===== src/common/cei_pkg.sv =====
package cei_pkg;
    // =====================================================
    // register offsets
    localparam logic [7:0] CEI_OFF_ID = 8'h00;
    localparam logic [7:0] CEI_OFF_REF_FLAGS = 8'h02;
    localparam logic [7:0] CEI_OFF_LOOP_FLAGS = 8'h03;
    localparam logic [7:0] CEI_OFF_REF_EN = 8'h04;
    localparam logic [7:0] CEI_OFF_LOOP_EN = 8'h05;
    localparam logic [7:0] CEI_OFF_MON_UPPER = 8'h06;
    localparam logic [7:0] CEI_OFF_MON_LOWER = 8'h07;

    // =====================================================
    // identification fields
    localparam int CEI_PART_LSB = 0;
    localparam int CEI_PART_W = 5;
    localparam int CEI_REV_LSB = 5;
    localparam int CEI_REV_W = 2;
    localparam int CEI_READY_BIT = 7;
    // arbitrary values, not any real part
    localparam logic [4:0] CEI_PART_CODE = 5'h1a;
    localparam logic [1:0] CEI_REV_CODE = 2'h1;

    // =====================================================
    // field widths and reset values
    localparam int CEI_REF_N = 4;
    localparam int CEI_LOOP_EV_N = 4;
    localparam int CEI_MON_N = 16;
    localparam logic [7:0] CEI_FLAGS_RST = 8'h00;
    localparam logic [7:0] CEI_EN_RST = 8'h00;
    localparam logic [7:0] CEI_UNMAPPED = 8'h00;

    // =====================================================
    // ready timing: longest time rounds down
    localparam int CEI_MCLK_HZ = 25_000_000;
    localparam int CEI_READY_MAX_MS = 50;
    localparam int CEI_HOST_POLL_MS = 40;
    localparam int CEI_READY_CYCLES = CEI_READY_MAX_MS * (CEI_MCLK_HZ / 1000);
    // reset sync plus output stage ahead of the count
    localparam int CEI_READY_LATENCY = 4;
endpackage


===== src/rtl/cei_sticky_bank.sv =====
`timescale 1ns/1ps
module cei_sticky_bank #(
    parameter int WIDTH = 4
) (
    input wire logic clk, // core clock
    input wire logic rst_n, // synchronised reset
    input wire logic [WIDTH-1:0] evt, // event levels
    input wire logic [WIDTH-1:0] en, // per-bit set enable
    input wire logic [WIDTH-1:0] clr, // write-one clear
    output logic [WIDTH-1:0] flagQ // sticky flags
);
    // =====================================================
    // per-bit sticky flag, set beats clear
    genvar i;
    generate
        for (i = 0; i < WIDTH; i++)
        begin : g_bit
            always_ff @(posedge clk or negedge rst_n)
            begin
                if (!rst_n)
                    flagQ[i] <= 1'b0;
                else if (evt[i] && en[i])
                    flagQ[i] <= 1'b1;
                else if (clr[i])
                    flagQ[i] <= 1'b0;
            end
        end
    endgenerate
endmodule // cei_sticky_bank


===== src/rtl/cei_event_irq.sv =====
`timescale 1ns/1ps
module cei_event_irq
    import cei_pkg::*;
#(
    parameter int READY_CYCLES = CEI_READY_CYCLES
) (
    input wire logic mclk, // core clock 25 MHz
    input wire logic reset_n, // async reset, active low
    input wire logic [7:0] regAddr, // register address
    input wire logic regWrite, // write strobe
    input wire logic regRead, // read strobe
    input wire logic [7:0] regWrData, // write data
    output logic [7:0] regRdData, // read data, next cycle
    output logic regRdValid, // read data valid pulse
    input wire logic [CEI_REF_N-1:0] refFail, // input failure levels
    input wire logic [1:0] loopHoldover, // loop holdover levels
    input wire logic [1:0] loopUnlock, // loop unlock levels
    input wire logic [CEI_MON_N-1:0] monFail, // monitor indicator levels
    output logic irqQ, // interrupt request
    output logic readyQ // device ready
);
    localparam int CW = $clog2(READY_CYCLES + 1);
    localparam logic [CW-1:0] READY_LAST = CW'(READY_CYCLES - CEI_READY_LATENCY);

    // =====================================================
    // reset release
    logic rstMeta_n;
    logic rst_n;
    always_ff @(posedge mclk or negedge reset_n)
    begin
        if (!reset_n)
        begin
            rstMeta_n <= 1'b0;
            rst_n <= 1'b0;
        end
        else
        begin
            rstMeta_n <= 1'b1;
            rst_n <= rstMeta_n;
        end
    end

    // =====================================================
    // ready timer
    logic [CW-1:0] readyCnt_q;
    always_ff @(posedge mclk or negedge rst_n)
    begin
        if (!rst_n)
            readyCnt_q <= '0;
        else if (readyCnt_q != READY_LAST)
            readyCnt_q <= readyCnt_q + 1'b1;
    end

    always_ff @(posedge mclk or negedge rst_n)
    begin
        if (!rst_n)
            readyQ <= 1'b0;
        else if (readyCnt_q == READY_LAST)
            readyQ <= 1'b1;
    end

    // =====================================================
    // enable registers
    logic [CEI_REF_N-1:0] refEn_q;
    logic [CEI_LOOP_EV_N-1:0] loopEn_q;
    logic wrRefEn;
    logic wrLoopEn;
    assign wrRefEn = regWrite && (regAddr == CEI_OFF_REF_EN);
    assign wrLoopEn = regWrite && (regAddr == CEI_OFF_LOOP_EN);

    // upper bits not stored; host keeps them zero
    always_ff @(posedge mclk or negedge rst_n)
    begin
        if (!rst_n)
        begin
            refEn_q <= CEI_EN_RST[CEI_REF_N-1:0];
            loopEn_q <= CEI_EN_RST[CEI_LOOP_EV_N-1:0];
        end
        else
        begin
            if (wrRefEn)
                refEn_q <= regWrData[CEI_REF_N-1:0];
            if (wrLoopEn)
                loopEn_q <= regWrData[CEI_LOOP_EV_N-1:0];
        end
    end

    // =====================================================
    // sticky flags, write one to clear
    logic [CEI_REF_N-1:0] refFlags;
    logic [CEI_LOOP_EV_N-1:0] loopFlags;
    logic [CEI_MON_N-1:0] monFlags;
    logic [CEI_REF_N-1:0] refClr;
    logic [CEI_LOOP_EV_N-1:0] loopClr;
    logic [CEI_MON_N-1:0] monClr;
    logic [CEI_LOOP_EV_N-1:0] loopEvt;

    // bit 0 holdover, bit 1 unlock
    // loop 1 in bits 2 and 3
    assign loopEvt = {loopUnlock[1], loopHoldover[1], loopUnlock[0], loopHoldover[0]};
    assign refClr = (regWrite && regAddr == CEI_OFF_REF_FLAGS)
                    ? regWrData[CEI_REF_N-1:0] : '0;
    assign loopClr = (regWrite && regAddr == CEI_OFF_LOOP_FLAGS)
                     ? regWrData[CEI_LOOP_EV_N-1:0] : '0;
    assign monClr[7:0] = (regWrite && regAddr == CEI_OFF_MON_LOWER) ? regWrData : 8'h00;
    assign monClr[15:8] = (regWrite && regAddr == CEI_OFF_MON_UPPER) ? regWrData : 8'h00;

    cei_sticky_bank #(.WIDTH(CEI_REF_N)) uRef (
        .clk(mclk),
        .rst_n(rst_n),
        .evt(refFail),
        .en(refEn_q),
        .clr(refClr),
        .flagQ(refFlags)
    );

    cei_sticky_bank #(.WIDTH(CEI_LOOP_EV_N)) uLoop (
        .clk(mclk),
        .rst_n(rst_n),
        .evt(loopEvt),
        .en(loopEn_q),
        .clr(loopClr),
        .flagQ(loopFlags)
    );

    cei_sticky_bank #(.WIDTH(CEI_MON_N)) uMon (
        .clk(mclk),
        .rst_n(rst_n),
        .evt(monFail),
        .en({CEI_MON_N{1'b1}}),
        .clr(monClr),
        .flagQ(monFlags)
    );

    // =====================================================
    // interrupt request
    // any enabled input or loop flag raises; monitor flags never do
    always_ff @(posedge mclk or negedge rst_n)
    begin
        if (!rst_n)
            irqQ <= 1'b0;
        else
            irqQ <= (|(refFlags & refEn_q)) || (|(loopFlags & loopEn_q));
    end

    // =====================================================
    // register read, one cycle latency
    logic [7:0] rdMux;
    always_comb
    begin
        case (regAddr)
            CEI_OFF_ID: rdMux = {readyQ, CEI_REV_CODE, CEI_PART_CODE};
            CEI_OFF_REF_FLAGS: rdMux = {CEI_FLAGS_RST[7:CEI_REF_N], refFlags};
            CEI_OFF_LOOP_FLAGS: rdMux = {CEI_FLAGS_RST[7:CEI_LOOP_EV_N], loopFlags};
            CEI_OFF_REF_EN: rdMux = {CEI_EN_RST[7:CEI_REF_N], refEn_q};
            CEI_OFF_LOOP_EN: rdMux = {CEI_EN_RST[7:CEI_LOOP_EV_N], loopEn_q};
            CEI_OFF_MON_UPPER: rdMux = monFlags[15:8];
            CEI_OFF_MON_LOWER: rdMux = monFlags[7:0];
            default: rdMux = CEI_UNMAPPED;
        endcase
    end

    always_ff @(posedge mclk or negedge rst_n)
    begin
        if (!rst_n)
        begin
            regRdData <= 8'h00;
            regRdValid <= 1'b0;
        end
        else
        begin
            regRdValid <= regRead;
            if (regRead)
                regRdData <= rdMux;
        end
    end

    // =====================================================
    // checks
    ready_rise_a: assert property (@(posedge mclk) disable iff (!rst_n)
        $rose(readyQ) |-> $past(readyCnt_q) == READY_LAST)
        else $error("ready rose at wrong count");

    ready_bound_a: assert property (@(posedge mclk) disable iff (!rst_n)
        readyCnt_q == READY_LAST |=> readyQ)
        else $error("ready not high at end of wait");

    id_read_a: assert property (@(posedge mclk) disable iff (!rst_n)
        regRead && regAddr == CEI_OFF_ID |=>
        regRdValid && regRdData[6:0] == {CEI_REV_CODE, CEI_PART_CODE})
        else $error("id readback wrong");

    ref_set_a: assert property (@(posedge mclk) disable iff (!rst_n)
        |(refFail & refEn_q) |=>
        ((refFlags & $past(refFail & refEn_q)) == $past(refFail & refEn_q)))
        else $error("enabled input failure not flagged");

    ref_mask_a: assert property (@(posedge mclk) disable iff (!rst_n)
        ##1 ((refFlags & ~$past(refFlags) & ~$past(refEn_q)) == '0))
        else $error("disabled input flag was set");

    loop_set_a: assert property (@(posedge mclk) disable iff (!rst_n)
        |(loopEvt & loopEn_q) |=>
        ((loopFlags & $past(loopEvt & loopEn_q)) == $past(loopEvt & loopEn_q)))
        else $error("enabled loop event not flagged");

    loop_mask_a: assert property (@(posedge mclk) disable iff (!rst_n)
        ##1 ((loopFlags & ~$past(loopFlags) & ~$past(loopEn_q)) == '0))
        else $error("disabled loop flag was set");

    irq_follow_a: assert property (@(posedge mclk) disable iff (!rst_n)
        ((|(refFlags & refEn_q)) || (|(loopFlags & loopEn_q))) |=> irqQ)
        else $error("interrupt missing for enabled flag");

    irq_quiet_a: assert property (@(posedge mclk) disable iff (!rst_n)
        !((|(refFlags & refEn_q)) || (|(loopFlags & loopEn_q))) |=> !irqQ)
        else $error("interrupt without enabled flag");

    mon_set_a: assert property (@(posedge mclk) disable iff (!rst_n)
        |monFail |=> ((monFlags & $past(monFail)) == $past(monFail)))
        else $error("monitor indicator not flagged");

    ref_sticky_a: assert property (@(posedge mclk) disable iff (!rst_n)
        |refFlags |=>
        ((refFlags & $past(refFlags & ~refClr)) == $past(refFlags & ~refClr)))
        else $error("input flag dropped without clear");
endmodule // cei_event_irq


===== config.mk =====
export PLATFORM = sky130hd
export DESIGN_NAME = cei_event_irq
export DESIGN_NICKNAME = d
export VERILOG_FILES = /design/src/common/cei_pkg.sv /design/src/rtl/cei_sticky_bank.sv /design/src/rtl/cei_event_irq.sv
export SDC_FILE = /design/constraint.sdc
export NUM_CORES = 1
export LEC_CHECK = 0
export BUFFER_PORTS_ARGS = -buffer_cell sky130_fd_sc_hd__buf_2
export CAP_MARGIN = 20
export CELL_PAD_IN_SITES_DETAIL_PLACEMENT = 1
export CELL_PAD_IN_SITES_GLOBAL_PLACEMENT = 2
export CORE_ASPECT_RATIO = 0.9
export CORE_MARGIN = 5
export CORE_UTILIZATION = 36
export DETAILED_ROUTE_END_ITERATION = 12
export HOLD_SLACK_MARGIN = 0.02
export PLACE_DENSITY = 0.75
export SETUP_SLACK_MARGIN = 0.05
export SYNTH_ARGS = -nofsm -noshare
export SYNTH_HDL_FRONTEND = slang
export SYNTH_SLANG_ARGS = --single-unit
export TNS_END_PERCENT = 100

===== constraint.sdc =====
create_clock -name mclk -period 2.6 [get_ports mclk]
set_input_delay 0.13 -clock mclk [delete_from_list [all_inputs] [get_ports mclk]]
set_output_delay 0.13 -clock mclk [all_outputs]
set_load 0.02 [all_outputs]

==> impl_metrics.xml, run 1 <==
<?xml version="1.0" encoding="UTF-8"?>
<metrics>
  <group name="status">
    <metric name="run_status" unit="">completed</metric>
  </group>
  <group name="min_path">
    <metric name="min_from" unit="">loopHoldover[0]</metric>
    <metric name="type_of_the_most_critical_hold_path" unit="">in -&gt; reg</metric>
    <metric name="hold_depth" unit="">2</metric>
    <metric name="worstHoldEndpoint" unit="">uLoop.flagQ[0]</metric>
  </group>
  <group name="yosys">
    <metric name="synth.cells.most_frequent" unit="">66 x dfrtp_1, 24 x nand2_1, 23 x nand3_1, 16 x a21o_1, 13 x nand4_1</metric>
    <metric name="yosys_warning_count" unit="">0</metric>
    <metric name="syn-num-nets" unit="">325</metric>
    <metric name="netlist_instances" unit="">279</metric>
    <metric name="syn-cell-area" unit="sq mm">0.00311</metric>
    <metric name="synth-edff-count" unit="">0</metric>
    <metric name="portion_of_synthesized_cell_area_occupied_by_the_leading_cell_type" unit="%">53.1</metric>
    <metric name="synth_flop_cell" unit="">dfrtp_1</metric>
    <metric name="synth_cell_types" unit="">48</metric>
    <metric name="yosys.cell_count.top_type" unit="">dfrtp_1</metric>
    <metric name="synth-seq-cells" unit="">66</metric>
    <metric name="synth.avg_cell_area" unit="sq um">11.1</metric>
    <metric name="netlist_top_cells_area" unit="">dfrtp_1 53%, mux2_2 4.0%, a21o_1 3.9%</metric>
    <metric name="synthArstFlopShare" unit="%">100</metric>
    <metric name="post-synth-top-area-cell" unit="">dfrtp_1</metric>
    <metric name="ys_seq_area_share" unit="%">53.1</metric>
  </group>
  <group name="critical_path">
    <metric name="critical_path_arrival" unit="ns">2.13</metric>
    <metric name="timing.rr.start" unit="">readyCnt_q[0]</metric>
    <metric name="worstSetupStartpoint" unit="">readyCnt_q[0]</metric>
    <metric name="worstRegToRegCells" unit="">7</metric>
    <metric name="critical_path.reg2reg.endpoint" unit="">readyCnt_q[1]</metric>
    <metric name="r2r_slack" unit="ns">0.70</metric>
    <metric name="path_max_fanout" unit="">6</metric>
    <metric name="worstSetupEndpointType" unit="">flop</metric>
    <metric name="cp-start-kind" unit="">flop</metric>
    <metric name="critical_path_required" unit="ns">2.82</metric>
    <metric name="category_of_the_critical_setup_timing_path" unit="">reg -&gt; reg</metric>
  </group>
  <group name="global_routing">
    <metric name="vias_in_the_first_global_route" unit="">2743</metric>
    <metric name="total_global_routing_overflow" unit="">0</metric>
    <metric name="maximum_number_of_pins_on_one_net_before_global_route_repair" unit="">65</metric>
    <metric name="groute.usage.overall" unit="%">17.5</metric>
    <metric name="number_of_antenna_violations_at_the_first_check_in_global_routing" unit="">0</metric>
    <metric name="first_pass_grt_wire_length" unit="mm">14.4</metric>
  </group>
  <group name="pwr">
    <metric name="p_leak" unit="uW">0.00176</metric>
    <metric name="switching_share_of_power" unit="%">24.6</metric>
    <metric name="sequentialPowerShare" unit="%">48.3</metric>
    <metric name="power.combinational.fraction" unit="%">10.5</metric>
    <metric name="maximum_vdd_ir_drop" unit="mV">0.260</metric>
    <metric name="power_density" unit="mW/mm^2">592</metric>
    <metric name="p_sw" unit="uW">582</metric>
    <metric name="portion_of_total_power_attributed_to_the_clock_network" unit="%">41.3</metric>
    <metric name="p_int" unit="uW">1780</metric>
  </group>
  <group name="timing">
    <metric name="clock.fmax" unit="MHz">526</metric>
    <metric name="setup-tns-final" unit="ns">0</metric>
    <metric name="setup-violations-final" unit="">0</metric>
    <metric name="max-slew-margin-rel" unit="%">59.1</metric>
    <metric name="worst_slew_pin_slew" unit="ns">0.608</metric>
    <metric name="timing.clock.skew" unit="ns">0.00942</metric>
    <metric name="report.final.hold_viol_count" unit="">0</metric>
    <metric name="timing.final.crit_share" unit="%">73.2</metric>
    <metric name="final-max-slew-violation-count" unit="">0</metric>
    <metric name="grt_setup_unrepaired" unit="">false</metric>
    <metric name="period_minus_slack" unit="ns">1.90</metric>
  </group>
  <group name="floorplanning">
    <metric name="floorplan.die.height" unit="microns">98.2</metric>
    <metric name="floorplan.die.width" unit="microns">108</metric>
    <metric name="fp-row-count" unit="">32</metric>
    <metric name="start_util" unit="%">36.6</metric>
    <metric name="num_io_pins" unit="">55</metric>
    <metric name="die-area" unit="sq mm">0.0106</metric>
    <metric name="core-area" unit="sq mm">0.00849</metric>
  </group>
  <group name="drt">
    <metric name="detailed_route_wire_length_per_cell" unit="microns">18.0</metric>
    <metric name="detailroute.via_count" unit="">2530</metric>
    <metric name="drt-total-wl" unit="mm">8.77</metric>
    <metric name="viasPerCell" unit="">5.18</metric>
    <metric name="drt_iter0_markers" unit="">64</metric>
    <metric name="remaining_number_of_nets_flagged_by_the_antenna_check_after_routing" unit="">0</metric>
    <metric name="drt_pre_antenna_iters" unit="">4</metric>
    <metric name="detail_route.drc_violations" unit="">0</metric>
  </group>
  <group name="cts">
    <metric name="cts_root_buffer" unit="">clkbuf_8</metric>
    <metric name="tritoncts.num_buffers" unit="">9</metric>
    <metric name="clock_slew_at_the_register_clock_pins_of_the_worst_setup_and_hold_paths" unit="ns">0.07</metric>
    <metric name="cts.repair.resized" unit="">0</metric>
    <metric name="post_cts_buffers" unit="">0</metric>
    <metric name="max-clock-path-buffers" unit="">2</metric>
    <metric name="clock_sinks" unit="">66</metric>
    <metric name="cts_tree" unit="">built</metric>
    <metric name="worst_skew_pair.late_latency" unit="ns">0.34</metric>
    <metric name="clock_tree.htree_level_count" unit="">3</metric>
  </group>
  <group name="finish">
    <metric name="stdcell_count" unit="">488</metric>
    <metric name="area_taken_by_multi_input_logic_gates" unit="sq mm">0.00137</metric>
    <metric name="fill_cells" unit="">949</metric>
    <metric name="area.growth.synth_to_final" unit="%">28.4</metric>
    <metric name="post_layout_util" unit="%">47.0</metric>
    <metric name="num-nets-final" unit="">410</metric>
    <metric name="final_layout_size_suffix_gt1_share" unit="%">26.6</metric>
    <metric name="register_area" unit="sq mm">0.00165</metric>
    <metric name="diodes" unit="">0</metric>
  </group>
  <group name="flow_run">
    <metric name="timing.max_cap.violations" unit="">0</metric>
  </group>
  <group name="placement">
    <metric name="dp.final_hpwl" unit="mm">6.19</metric>
    <metric name="place.detailed.instances" unit="">448</metric>
    <metric name="final_weighted_congestion_of_routability_driven_global_placement" unit="">0.784</metric>
    <metric name="io_buffers" unit="">54</metric>
  </group>
</metrics>
-- metal layers --
metal / global-route usage (%) / wire length [microns] / vias up
li1: - / - / 1188
met1: 23.3 / 4150 / 1294
met2: 28.2 / 4190 / 40
met3: 4.16 / 341 / 8
met4: 5.24 / 82 / 0
met5: 0 / 0 / -
-- cell families (layout without fill, tap and decap cells) --
group	after synthesis	in the layout	synth area share (%)
xor gates and xnor gates	17	17	4.79
and+or+nand+nor	104	104	19.2
adders and majority gates	2	2	0.805
muxes	15	15	5.67
buffers and inverters	20	110	2.94
other	1	1	0.121
DFF	66	66	53.1
AOI/OAI and AO/OA	54	54	13.4
-- state kept, by name, summed over array words and instances (netlist names), 4 cells and up --
| signal | flops |
|---|---|
| uMon.flagQ | 16 |
| refEn_q | 4 |
| uRef.flagQ | 4 |
| uLoop.flagQ | 4 |
| loopEn_q | 4 |
| readyCnt_q | 21 |
| regRdData | 8 |
-- how the worst max path moves through the flow --
| stage | to | slack [ns] | depth (start not counted) |
|---|---|---|---|
| after floorplan | irqQ | 0.63 | 0 |
| after global placement | readyCnt_q[1] | 0.75 | 7 |
| after detailed placement | readyCnt_q[1] | 0.71 | 7 |
| after CTS | readyCnt_q[1] | 0.69 | 7 |
| after global routing | readyCnt_q[1] | 0.57 | 7 |
| final | readyCnt_q[1] | 0.70 | 7 |
-- power groups by stage --
stage               clock network (uW)  registers (uW)  logic (uW)
finish                             976            1140         247
global route                      1050            1150         275
CTS                               1010            1140         252
detailed placement                   0            1160         223
global placement                     0            1160         219
floorplan                            0            1160         114
-- cell type report --
type	instances	share of cell area (%)
repair buffers	84	14.2
clock inverters	4	1.85
multi-input cells	193	34.2
clock buffers	12	3.64
well taps	119	3.73
flip-flops and latches	66	41.4
inverters	10	0.940
-- worst max-delay path: stages (launching register included) --
cell and delay, ns:
dfrtp_1 0.44, inv_1 0.10, ha_1 0.15, nor4b_1 0.23, nand3_1 0.14, nor4_2 0.23, buf_4 0.19, mux2_2 0.33
-- layout by cell type (no fill, tap or decap), types with 2 or more instances in the layout --
cell,n
a21o_1,16
a21oi_1,4
a22o_1,9
a22oi_1,5
a2bb2oi_1,2
and3_1,4
buf_2,54
buf_4,5
bufinv_16,2
clkbuf_1,2
clkbuf_8,10
dfrtp_1,65
dlygate4sd3_1,24
ha_1,2
inv_1,10
mux2_2,11
mux2i_1,3
nand2_1,24
nand3_1,23
nand3b_1,3
nand4_1,13
nor2_1,10
nor2b_1,6
nor3_1,2
nor4_1,2
nor4_2,3
nor4b_1,2
o21ai_0,4
o221ai_1,2
o2bb2ai_1,5
or2_2,2
or4_4,2
xnor2_1,11
xor2_1,6
-- metrics by stage --
stage               total power, uW  instance area, sq um  hold WS, ns  setup slack (ns)
CTS                            2400                  3990       0.0337             0.692
global placement               1380                  3530      -0.0843             0.746
floorplan                      1280                  3110       -0.166             0.626
finish                         2360                  3990       0.0483             0.697
global route                   2470                  3990       0.0412             0.566
detailed placement             1380                  3530      -0.0812             0.706
-- what timing repair did --
action,4_1_cts,5_1_grt
hold buffers,24,0
hold endpoints to repair,25,0
setup endpoints to repair,0,0
No activity file was read; power rests on OpenSTA's default activity.
==> inputs of run 2 (changes only) <==
- clock period: 2.6 -> 1.8 ns (I/O delays scaled with it)
==> impl_metrics.xml, run 2 (synthesized netlist as in run 1, its figures left out) <==
<?xml version="1.0" encoding="UTF-8"?>
<metrics>
  <group name="status">
    <metric name="run_status" unit="">completed</metric>
  </group>
  <group name="drt">
    <metric name="viasPerCell" unit="">5.17</metric>
    <metric name="detailroute.via_count" unit="">2598</metric>
    <metric name="remaining_number_of_nets_flagged_by_the_antenna_check_after_routing" unit="">0</metric>
    <metric name="drt-total-wl" unit="mm">8.77</metric>
    <metric name="drt_iter0_markers" unit="">81</metric>
    <metric name="detailed_route_wire_length_per_cell" unit="microns">17.4</metric>
    <metric name="detail_route.drc_violations" unit="">0</metric>
    <metric name="drt_pre_antenna_iters" unit="">4</metric>
  </group>
  <group name="placement">
    <metric name="post_dp_cell_area" unit="sq mm">0.00361</metric>
    <metric name="final_weighted_congestion_of_routability_driven_global_placement" unit="">0.780</metric>
    <metric name="detailedPlace.worstSlack" unit="ns">0.0190</metric>
    <metric name="dp.final_hpwl" unit="mm">6.13</metric>
    <metric name="io_buffers" unit="">54</metric>
  </group>
  <group name="finish">
    <metric name="largest-register" unit="">readyCnt_q</metric>
    <metric name="fin_area" unit="sq mm">0.00411</metric>
    <metric name="diodes" unit="">0</metric>
    <metric name="final_layout_size_suffix_gt1_share" unit="%">28.1</metric>
    <metric name="largest_register_ff_count" unit="">21</metric>
    <metric name="largest_registers" unit="">readyCnt_q: 21 flops, uMon.flagQ: 16 flops, regRdData: 8 flops</metric>
    <metric name="layout.cells.most_common" unit="">dfrtp_1</metric>
    <metric name="area.growth.synth_to_final" unit="%">32.0</metric>
    <metric name="num-nets-final" unit="">425</metric>
    <metric name="layout_common_cells" unit="">64 x dfrtp_1, 54 x buf_2, 30 x dlygate4sd3_1</metric>
  </group>
  <group name="global_routing">
    <metric name="vias_in_the_first_global_route" unit="">2751</metric>
    <metric name="number_of_antenna_violations_at_the_first_check_in_global_routing" unit="">1</metric>
    <metric name="groute.usage.overall" unit="%">17.6</metric>
    <metric name="first_pass_grt_wire_length" unit="mm">14.5</metric>
    <metric name="maximum_number_of_pins_on_one_net_before_global_route_repair" unit="">65</metric>
    <metric name="total_global_routing_overflow" unit="">0</metric>
  </group>
  <group name="pwr">
    <metric name="power" unit="uW">3260</metric>
    <metric name="maximum_vdd_ir_drop" unit="mV">0.401</metric>
    <metric name="power_density" unit="mW/mm^2">793</metric>
    <metric name="p_leak" unit="uW">0.00183</metric>
  </group>
  <group name="critical_path">
    <metric name="path_max_fanout" unit="">5</metric>
    <metric name="critical_path_required" unit="ns">2.04</metric>
    <metric name="critical-path-slowest-cell" unit="">dfrtp_2</metric>
    <metric name="cp-start-kind" unit="">flop</metric>
    <metric name="r2r_slack" unit="ns">0.11</metric>
    <metric name="worstSetupEndpointType" unit="">flop</metric>
    <metric name="category_of_the_critical_setup_timing_path" unit="">reg -&gt; reg</metric>
    <metric name="slowest_delay" unit="ns">0.44</metric>
    <metric name="critical_path_arrival" unit="ns">1.93</metric>
    <metric name="crit_chain" unit="">inv_1 &gt; ha_1 &gt; nor4b_2 &gt; nand3_1 &gt; nor4_4 &gt; mux2_2</metric>
  </group>
  <group name="floorplanning">
    <metric name="core-area" unit="sq mm">0.00849</metric>
    <metric name="start_util" unit="%">36.6</metric>
    <metric name="num_io_pins" unit="">55</metric>
    <metric name="floorplan.die.height" unit="microns">98.2</metric>
    <metric name="floorplan.die.width" unit="microns">108</metric>
    <metric name="fp-row-count" unit="">32</metric>
    <metric name="die-area" unit="sq mm">0.0106</metric>
  </group>
  <group name="timing">
    <metric name="setup-tns-final" unit="ns">0</metric>
    <metric name="whs" unit="ns">0.0373</metric>
    <metric name="max-slew-margin-rel" unit="%">62.2</metric>
    <metric name="setup-violations-final" unit="">0</metric>
    <metric name="timing.clock.skew" unit="ns">0.0129</metric>
    <metric name="grt_setup_unrepaired" unit="">true</metric>
    <metric name="clock.fmax" unit="MHz">591</metric>
    <metric name="final-max-slew-violation-count" unit="">0</metric>
    <metric name="timing.final.crit_share" unit="%">94.1</metric>
    <metric name="worst_slew_pin_slew" unit="ns">0.567</metric>
    <metric name="period_minus_slack" unit="ns">1.69</metric>
    <metric name="post-route-worst-setup-slack" unit="ns">0.107</metric>
    <metric name="report.final.hold_viol_count" unit="">0</metric>
  </group>
  <group name="min_path">
    <metric name="type_of_the_most_critical_hold_path" unit="">in -&gt; reg</metric>
  </group>
  <group name="cts">
    <metric name="tritoncts.num_buffers" unit="">9</metric>
    <metric name="post_cts_buffers" unit="">0</metric>
    <metric name="max-clock-path-buffers" unit="">2</metric>
    <metric name="worst_skew_pair.late_latency" unit="ns">0.35</metric>
    <metric name="clock_sinks" unit="">66</metric>
    <metric name="clock_slew_at_the_register_clock_pins_of_the_worst_setup_and_hold_paths" unit="ns">0.08</metric>
    <metric name="cts_tree" unit="">built</metric>
    <metric name="clock_tree.htree_level_count" unit="">3</metric>
    <metric name="cts_root_buffer" unit="">clkbuf_8</metric>
  </group>
  <group name="flow_run">
    <metric name="timing.max_cap.violations" unit="">0</metric>
  </group>
</metrics>
run 2: cell count changes in the layout (fill, tap and decap cells not counted):
cell	delta
buf_4	+9
dlygate4sd3_1	+6
clkinv_4	+2
bufinv_16	-1
clkbuf_1	+1
clkbuf_8	-1
dfrtp_1	-1
dfrtp_2	+1
inv_6	-1
nor4_2	-1
nor4_4	+1
nor4b_1	-1
nor4b_2	+1
run 2: timing repair:
item                                    in CTS  in global routing
gates cloned                                 0                  0
endpoints found under the hold margin       27                  0
hold buffers                                30                  0
endpoints found under the setup margin       1                  1
gates resized for setup                      1                  1
run 2: per-layer routing:
metal	global-route usage, %	vias to the layer above	routed length [microns]
met2	26.9	48	4080
met5	0	-	11
met1	24.1	1321	4160
met3	5.95	11	395
met4	4.56	2	117
li1	-	1216	-
run 2: area by class of cell:
type | count | area (sq um)
clock inverter | 4 | 52.6
inverter | 10 | 37.5
tap | 119 | 149
clock buffer | 12 | 135
sequential | 66 | 1650
fill | 954 | 4380
timing repair buffer | 99 | 696
multi-input combinational | 193 | 1380
run 2: worst max-delay path, delay by kind of cell (launching register included):
kind,cells,cell delay [ns]
AND/OR/NAND/NOR,3,0.54
buffers and inverters,1,0.09
multiplexers,1,0.36
adder cells (fa/ha/maj),1,0.15
flip-flops,1,0.44
run 2: final timing paths:
| check | start | endpoint | depth (start not counted) |
|---|---|---|---|
| worst min-delay path | regWrData[7] | uMon.flagQ[7] | 3 |
| worst max-delay path | readyCnt_q[0] | readyCnt_q[1] | 6 |
| worst min register to register | rst_n | uMon.flagQ[5] | 1 |
| worst max register to register | readyCnt_q[0] | readyCnt_q[1] | 6 |
| max in group asynchronous | reset_n | rst_n | 3 |
| min in group asynchronous | rst_n | uMon.flagQ[5] | 1 |
run 2: per-stage QoR:
stage	cells	utilization [%]
detailed placement	457	42.5
global route	503	48.4
CTS	503	48.3
finish	503	48.4
floorplan	279	-
global placement	457	42.5
run 2: power by group:
part	total (uW)	internal [uW]	switching (uW)	leakage [uW]
clock	1240	644	599	0.0000945
combinational	371	193	178	0.000934
sequential	1640	1570	73.0	0.000801
